## src/rtl/bct_pkg.sv

```systemverilog
// Package with constants and carrier types for the battery conditioning timer.
package bct_pkg;

  // Mains-derived counting clock and the cascade layout.
  localparam int LINE_HZ = 60;
  localparam int PRESCALE_BITS = 12;
  localparam int UPPER_BITS = 4;
  localparam int PRESCALE_DIV = 4096;
  localparam int COUNT_BITS = PRESCALE_BITS + UPPER_BITS;

  // Terminal count in line cycles after a clear.
  localparam logic [15:0] TERMINAL_COUNT = 16'h8922;

  // Interval that the terminal count stands for, in seconds.
  localparam int INTERVAL_S = (int'(TERMINAL_COUNT) + LINE_HZ - 1) / LINE_HZ;

  // Reset value of the control flip-flop: set, relay coil released.
  localparam logic RELAY_CTRL_RST = 1'b1;

  // Cascaded count as one carrier: upper counter above the prescale counter.
  typedef struct packed {
    logic [UPPER_BITS-1:0] upper_counter;
    logic [PRESCALE_BITS-1:0] prescale_counter;
  } bct_count_t;

endpackage

```

## src/rtl/bct_battery_conditioning_timer.sv

```systemverilog
// Battery conditioning timer: line-cycle counter cascade, decoder and relay control.
// Function
// - Count one step per mains line cycle.
// - Prescaler carries into upper counter every 4096.
// - Five-input decoder detects terminal count bits.
// - At count 35106 decoder switches relay off.
// - Pushbutton low clears flip-flop and both counters.
// - Cleared flip-flop energizes relay coil driver.
// - Terminal count sets flip-flop, coil released.
// - Power-on reset leaves relay deenergized.
`timescale 1ns/10ps
module bct_battery_conditioning_timer #(
  parameter int PRESCALE_BITS = bct_pkg::PRESCALE_BITS,
  parameter int UPPER_BITS = bct_pkg::UPPER_BITS
) (
  // Clock and reset
  input wire logic ref_clk,
  input wire logic reset,
  // Mains-derived line clock, clamped to logic levels
  input wire logic line_clk_in,
  // Momentary start pushbutton, low while pressed
  input wire logic start_pushbutton_n,
  // Relay side
  output logic coil_drive,
  output logic terminal_count,
  output bct_pkg::bct_count_t count
);

  // The carrier struct fixes the split of the count, so other widths are refused.
  if (PRESCALE_BITS != bct_pkg::PRESCALE_BITS ||
      UPPER_BITS != bct_pkg::UPPER_BITS) begin : g_bad_width
    $error("Cascade widths must match the carrier layout.");
  end
  // The carry into the upper counter must fall every PRESCALE_DIV line cycles.
  if ((1 << PRESCALE_BITS) != bct_pkg::PRESCALE_DIV) begin : g_bad_div
    $error("Prescale width does not give the carry period.");
  end

  // The decoder looks only at the bits that are one in the terminal count.
  // As in a gate decoder, the first count that shows all of them is exactly the
  // terminal count, so no full comparator is needed.
  function automatic logic decode_terminal(input bct_pkg::bct_count_t c);
    logic [bct_pkg::COUNT_BITS-1:0] flat;
    flat = c;
    decode_terminal = ((flat & bct_pkg::TERMINAL_COUNT) == bct_pkg::TERMINAL_COUNT);
  endfunction

  logic line_prev_r;
  logic line_rise;
  logic decode_prev_r;
  logic tc_rise;
  logic relay_ctrl_r;
  logic prescale_wrap;
  bct_pkg::bct_count_t count_r;

  // Line clock is a slow synchronous level; its rising edge is one count.
  // The previous sample follows the pin even in reset, so a line that is high
  // when reset ends is not taken for a fresh edge.
  always_ff @(posedge ref_clk) begin
    if (reset) begin
      line_prev_r <= line_clk_in;
    end else begin
      line_prev_r <= line_clk_in;
    end
  end

  assign line_rise = line_clk_in & ~line_prev_r;
  assign prescale_wrap = &count_r.prescale_counter;

  // Counter cascade; the pushbutton holds both counters cleared. After the
  // interval it runs on and wraps, which is harmless because the relay is already
  // released and later decoder edges only set the flip-flop again.
  always_ff @(posedge ref_clk) begin
    if (reset || !start_pushbutton_n) begin
      count_r <= '0;
    end else if (line_rise) begin
      count_r.prescale_counter <= count_r.prescale_counter + 1'b1;
      if (prescale_wrap) begin
        count_r.upper_counter <= count_r.upper_counter + 1'b1;
      end
    end
  end

  assign terminal_count = decode_terminal(count_r);

  // The decoder output clocks the flip-flop, so only its rising edge acts.
  always_ff @(posedge ref_clk) begin
    if (reset) begin
      decode_prev_r <= 1'b0;
    end else begin
      decode_prev_r <= terminal_count;
    end
  end

  // A press that meets this edge wins in the flip-flop below; the edge is then
  // lost on purpose, since the press restarts the interval from zero.
  assign tc_rise = terminal_count & ~decode_prev_r;

  // Control flip-flop. The pushbutton clear wins over the decoder clock, the way
  // a direct reset overrides a clock edge. Once set, later decoder edges only set
  // it again, so the relay stays released until the next press.
  // The relay drops one clock after the decoder first rises; line edges are at
  // least two clocks apart, so the count still shows the terminal value then.
  always_ff @(posedge ref_clk) begin
    if (reset) begin
      relay_ctrl_r <= bct_pkg::RELAY_CTRL_RST;
    end else if (!start_pushbutton_n) begin
      relay_ctrl_r <= 1'b0;
    end else if (tc_rise) begin
      relay_ctrl_r <= 1'b1;
    end
  end

  // Inverted flip-flop output drives the coil through the driver stage.
  assign coil_drive = ~relay_ctrl_r;
  assign count = count_r;
endmodule

```

## config.mk

```make
export PLATFORM = sky130hd
export DESIGN_NAME = bct_battery_conditioning_timer
export DESIGN_NICKNAME = d
export VERILOG_FILES = /design/src/rtl/bct_pkg.sv /design/src/rtl/bct_battery_conditioning_timer.sv
export SDC_FILE = /design/constraint.sdc
export NUM_CORES = 1
export LEC_CHECK = 0
export BUFFER_PORTS_ARGS = -buffer_cell sky130_fd_sc_hd__buf_2
export CORE_MARGIN = 10
export CORE_UTILIZATION = 50
export CTS_CLUSTER_DIAMETER = 30
export CTS_CLUSTER_SIZE = 28
export DETAILED_ROUTE_END_ITERATION = 10
export PLACE_DENSITY = 0.76
export SLEW_MARGIN = 40
export SYNTH_ARGS = -nofsm -noshare
export SYNTH_HDL_FRONTEND = slang
export SYNTH_SLANG_ARGS = --single-unit
export TNS_END_PERCENT = 20
```

## constraint.sdc

```tcl
create_clock -name ref_clk -period 2 [get_ports ref_clk]
set_input_delay 0 -clock ref_clk [delete_from_list [all_inputs] [get_ports ref_clk]]
set_output_delay 0 -clock ref_clk [all_outputs]
set_load 0.02 [all_outputs]
```

* Word-level counts from Yosys, hierarchy flattened
Cells that the tools add are included.
** Storage, ports and cells
- Logic and storage cells :: 19
- Output and inout bits :: 18
- Register bits after elaboration :: 19
** Cells by class
- Equal/unequal tests :: 2
- Mux-type cells :: 2
- Reduce and logical (&&, ||, !) cells :: 3
- Bitwise operators :: 5
- Add/sub/neg operators :: 2
** Operators by type and width (number)
- $reduce_and 13->1 :: 1
- $add 12x1->12 const B :: 1
- $eq 5x5->1 const B :: 1
- $add 4x1->4 const B :: 1
- $not 1->1 :: 3
- $and 1x1->1 :: 2
- $mux 1 :: 2
- $ne 2x1->1 const B :: 1
- $logic_not 1->1 :: 1
- $logic_or 1x1->1 :: 1

* Logic depth before layout (Yosys ltp)
- Depth after elaboration :: 4
- Gate-level depth with buffers :: 5
- Mapped depth without buffers :: 5

* Least setup slack after synthesis
Ideal clock, no wire load.
- Path kind :: register to register
- Start point :: reg count_r, in the netlist count[1]
- End point :: reg count_r, in the netlist count[15]
- Setup slack :: 0.143 ns
- Cell stages (with the launch flop) :: 6
- Data arrival time :: 1.734 ns
- Clock period less this slack :: 1.857 ns
- Cells stage by stage :: dfxtp_1 -> ha_1 -> nand4b_4 -> nor4_4 -> nand4_1 -> mux2_1
** On the way
- Cells in the longest elaborated chain, start to end :: 1
** Ends and longest elaborated chain
- from (decl) :: RTL line bct_battery_conditioning_timer.sv:54 : bct_pkg::bct_count_t count_r;
- $reduce_and 13->1 (no line)
No other way between the ends.
A chain may end at the register's enable or synchronous reset.

* Worst setup path in the final report
Ends and elaborated chain as after synthesis.

==> impl_metrics.json <==
{
  "max_slew.worst_pin.slew_ns": 0.362,
  "finalSetupTns_ns": 0,
  "synthCells": 91,
  "crit_path_end_kind": "register",
  "die_w_um": 61.6,
  "root_buffer": "clkbuf_4",
  "finalNonFillerCells": 135,
  "layout_common_cells": "buf_2, dfxtp_1, nor2_1",
  "switching_share_pct": 23.3,
  "post_cts_buffers": 0,
  "hold_start": "line_clk_in",
  "layout_commonest_cell": "buf_2",
  "first_pass_iters": 4,
  "grt_pass1_wl_mm": 3.01,
  "drt_iter0_markers": 9,
  "synthTopCellsByArea": "dfxtp_1, nor2_1, xor2_1",
  "grt_pass1_vias": 660,
  "postPlaceCellArea_sq_um": 988,
  "setup_viol": 0,
  "placedCellCount": 128,
  "antenna_found_initial": 0,
  "synth_fp_nets": 97,
  "rsz0062_at_grt": "false",
  "critPathArrivalTime_ns": 1.93,
  "yosys.area.top_type": "dfxtp_1",
  "fp.dieArea_sq_um": 3800,
  "cts_tree": "done",
  "intPower_mw": 0.471,
  "pwr-share-comb_pct": 5.1,
  "place.gp.congestion": 0.876,
  "fin_util_pct": 66.3,
  "drc": 0,
  "final_nets": 126,
  "synth.avg_cell_area_sq_um": 9.53,
  "syn_area_sq_um": 867,
  "ir_worst_vdd_v": 0.000509,
  "grt_max_degree": 19,
  "power_frac_seq_pct": 62.5,
  "drv_slew": 0,
  "clkSlewWorstSetupHoldPaths_ns": 0.12,
  "criticalPathCategory": "register to register",
  "skew_ns": 0.00896,
  "p_clk_share_pct": 32.3,
  "io_buffers": 21,
  "outcome": "complete, no violations",
  "totalWireLength_mm": 1.93,
  "clk_path_buf_depth": 2,
  "post-dp-hpwl_mm": 1.48,
  "die_y_um": 61.6,
  "yosys.cell_types.count": 31,
  "cts.htree.levels": 1,
  "rows": 14,
  "synth_top_area_share_pct": 43.9,
  "clock.fmax_mhz": 578,
  "wl_per_cell_um": 14.3,
  "initial_core_util_pct": 55.0,
  "ant_nets": 0,
  "stdcell_area_sq_um": 1050,
  "r2r_slack_ns": 0.27,
  "min_period_ns": 1.73,
  "synth-seq-area-share_pct": 43.9,
  "ys_ff_latch": 19,
  "hold_viol": 0,
  "core_area_sq_um": 1580,
  "p_per_area_nw_per_um2": 587,
  "vias": 723,
  "required_ns": 2.19,
  "p_leak_nw": 0.511,
  "grt_usage_pct": 10.4,
  "overflow": 0,
  "ioPinCount": 22,
  "start_kind": "register",
  "cts_inserted_buffers": 3,
  "syn2layout_area_growth_pct": 20.6,
  "crit_fanout": 5,
  "r2r_start": "count[1]",
  "clock-sinks": 19,
  "power.net_switching_mw": 0.143,
  "fin_crit_sh_pct": 86.5,
  "max_cap_viol_count": 0,
  "critPathLaunch": "count[1]",
  "layout-drive-gt1-share_pct": 27.7,
  "hp-class": "input port to register",
  "clk_latency_ns": 0.30,
  "n_antenna_cell": 0,
  "ys_warn_count": 0,
  "max_slew_margin_pct": 75.7,
  "via_per_inst": 5.36
}
-- power groups by stage --
stage | sequential [mW] | clock, mW | combinational, mW
6_report | 0.384 | 0.198 | 0.0316
5_1_grt | 0.384 | 0.213 | 0.0341
4_1_cts | 0.384 | 0.200 | 0.0317
3_5_place_dp | 0.392 | 0 | 0.0272
3_3_place_gp | 0.392 | 0 | 0.0265
2_1_floorplan | 0.393 | 0 | 0.0174
-- timing repair --
| item | CTS | global route |
|---|---|---|
| hold buffers | 3 | 0 |
| hold endpoints to repair | 3 | 0 |
| resized for setup | 0 | 0 |
| setup endpoints to repair | 0 | 1 |
-- critical path: stages, from the launching register on --
cell,delay [ns]
dfxtp_1,0.42
ha_1,0.27
nand4b_4,0.16
nor4_4,0.29
nand4_1,0.16
mux2_1,0.32
-- logic make-up (layout without fill, tap and decap cells) --
kind of cell,Yosys count,after routing,share of synthesized area [%]
DFF,19,19,43.9
buffers and inverters,8,36,5.19
AOI/OAI and AO/OA,8,8,5.92
xor gates and xnor gates,10,10,10.1
adders and majority gates,2,2,2.89
muxes,3,3,3.61
and+or+nand+nor,41,41,28.4
-- metal layers --
metal	part of all wire (%)	GRT usage, %
met1	45	12.7
met2	46	16.5
met3	6.9	3.50
met4	1.2	3.82
met5	0	0
-- through the flow --
step                      power, mW  hold WS, ns  setup slack, ns
after floorplan               0.410       0.0277            0.143
after global placement        0.419        0.175            0.247
after detailed placement      0.420        0.170            0.142
after CTS                     0.615        0.387            0.117
after global routing          0.632        0.416           0.0971
final                         0.614        0.396            0.269
-- area by class of cell --
type                            count  area (sq um)
Clock buffer                        3          22.5
Clock inverter                      1          5.00
Fill cell                         145           531
Inverter                            5          18.8
Multi-Input combinational cell     64           442
Sequential cell                    19           380
Tap cell                           16          20.0
Timing Repair Buffer               27           158
-- path summary, 6_finish.rpt --
| check | to | cells after the start |
|---|---|---|
| worst max-delay path | count[15] | 5 |
| worst min-delay path | line_prev_r | 2 |
| worst max register to register | count[15] | 5 |
| worst min register to register | count[11] | 2 |
-- synth_stat cells, drive strengths merged --
cell     n
nor3     1
nand4b   1
nand4    6
xnor2    4
or4      1
a21o     1
clkbuf   1
inv      5
o21ai    2
xor2     6
nand2b   1
o31ai    1
nor2    16
and3     3
dfxtp   19
or3      2
a31o     1
mux2     1
a211oi   1
and4b    1
nor4     2
nand2    4
buf      2
ha       2
nand3    2
a21oi    2
mux2i    2
nor2b    1
-- registers in the layout, indices dropped and copies added (netlist names) --
register	flops
count	16
line_prev_r	1
relay_ctrl_r	1
decode_prev_r	1
Power figures use the tool's default switching activity.
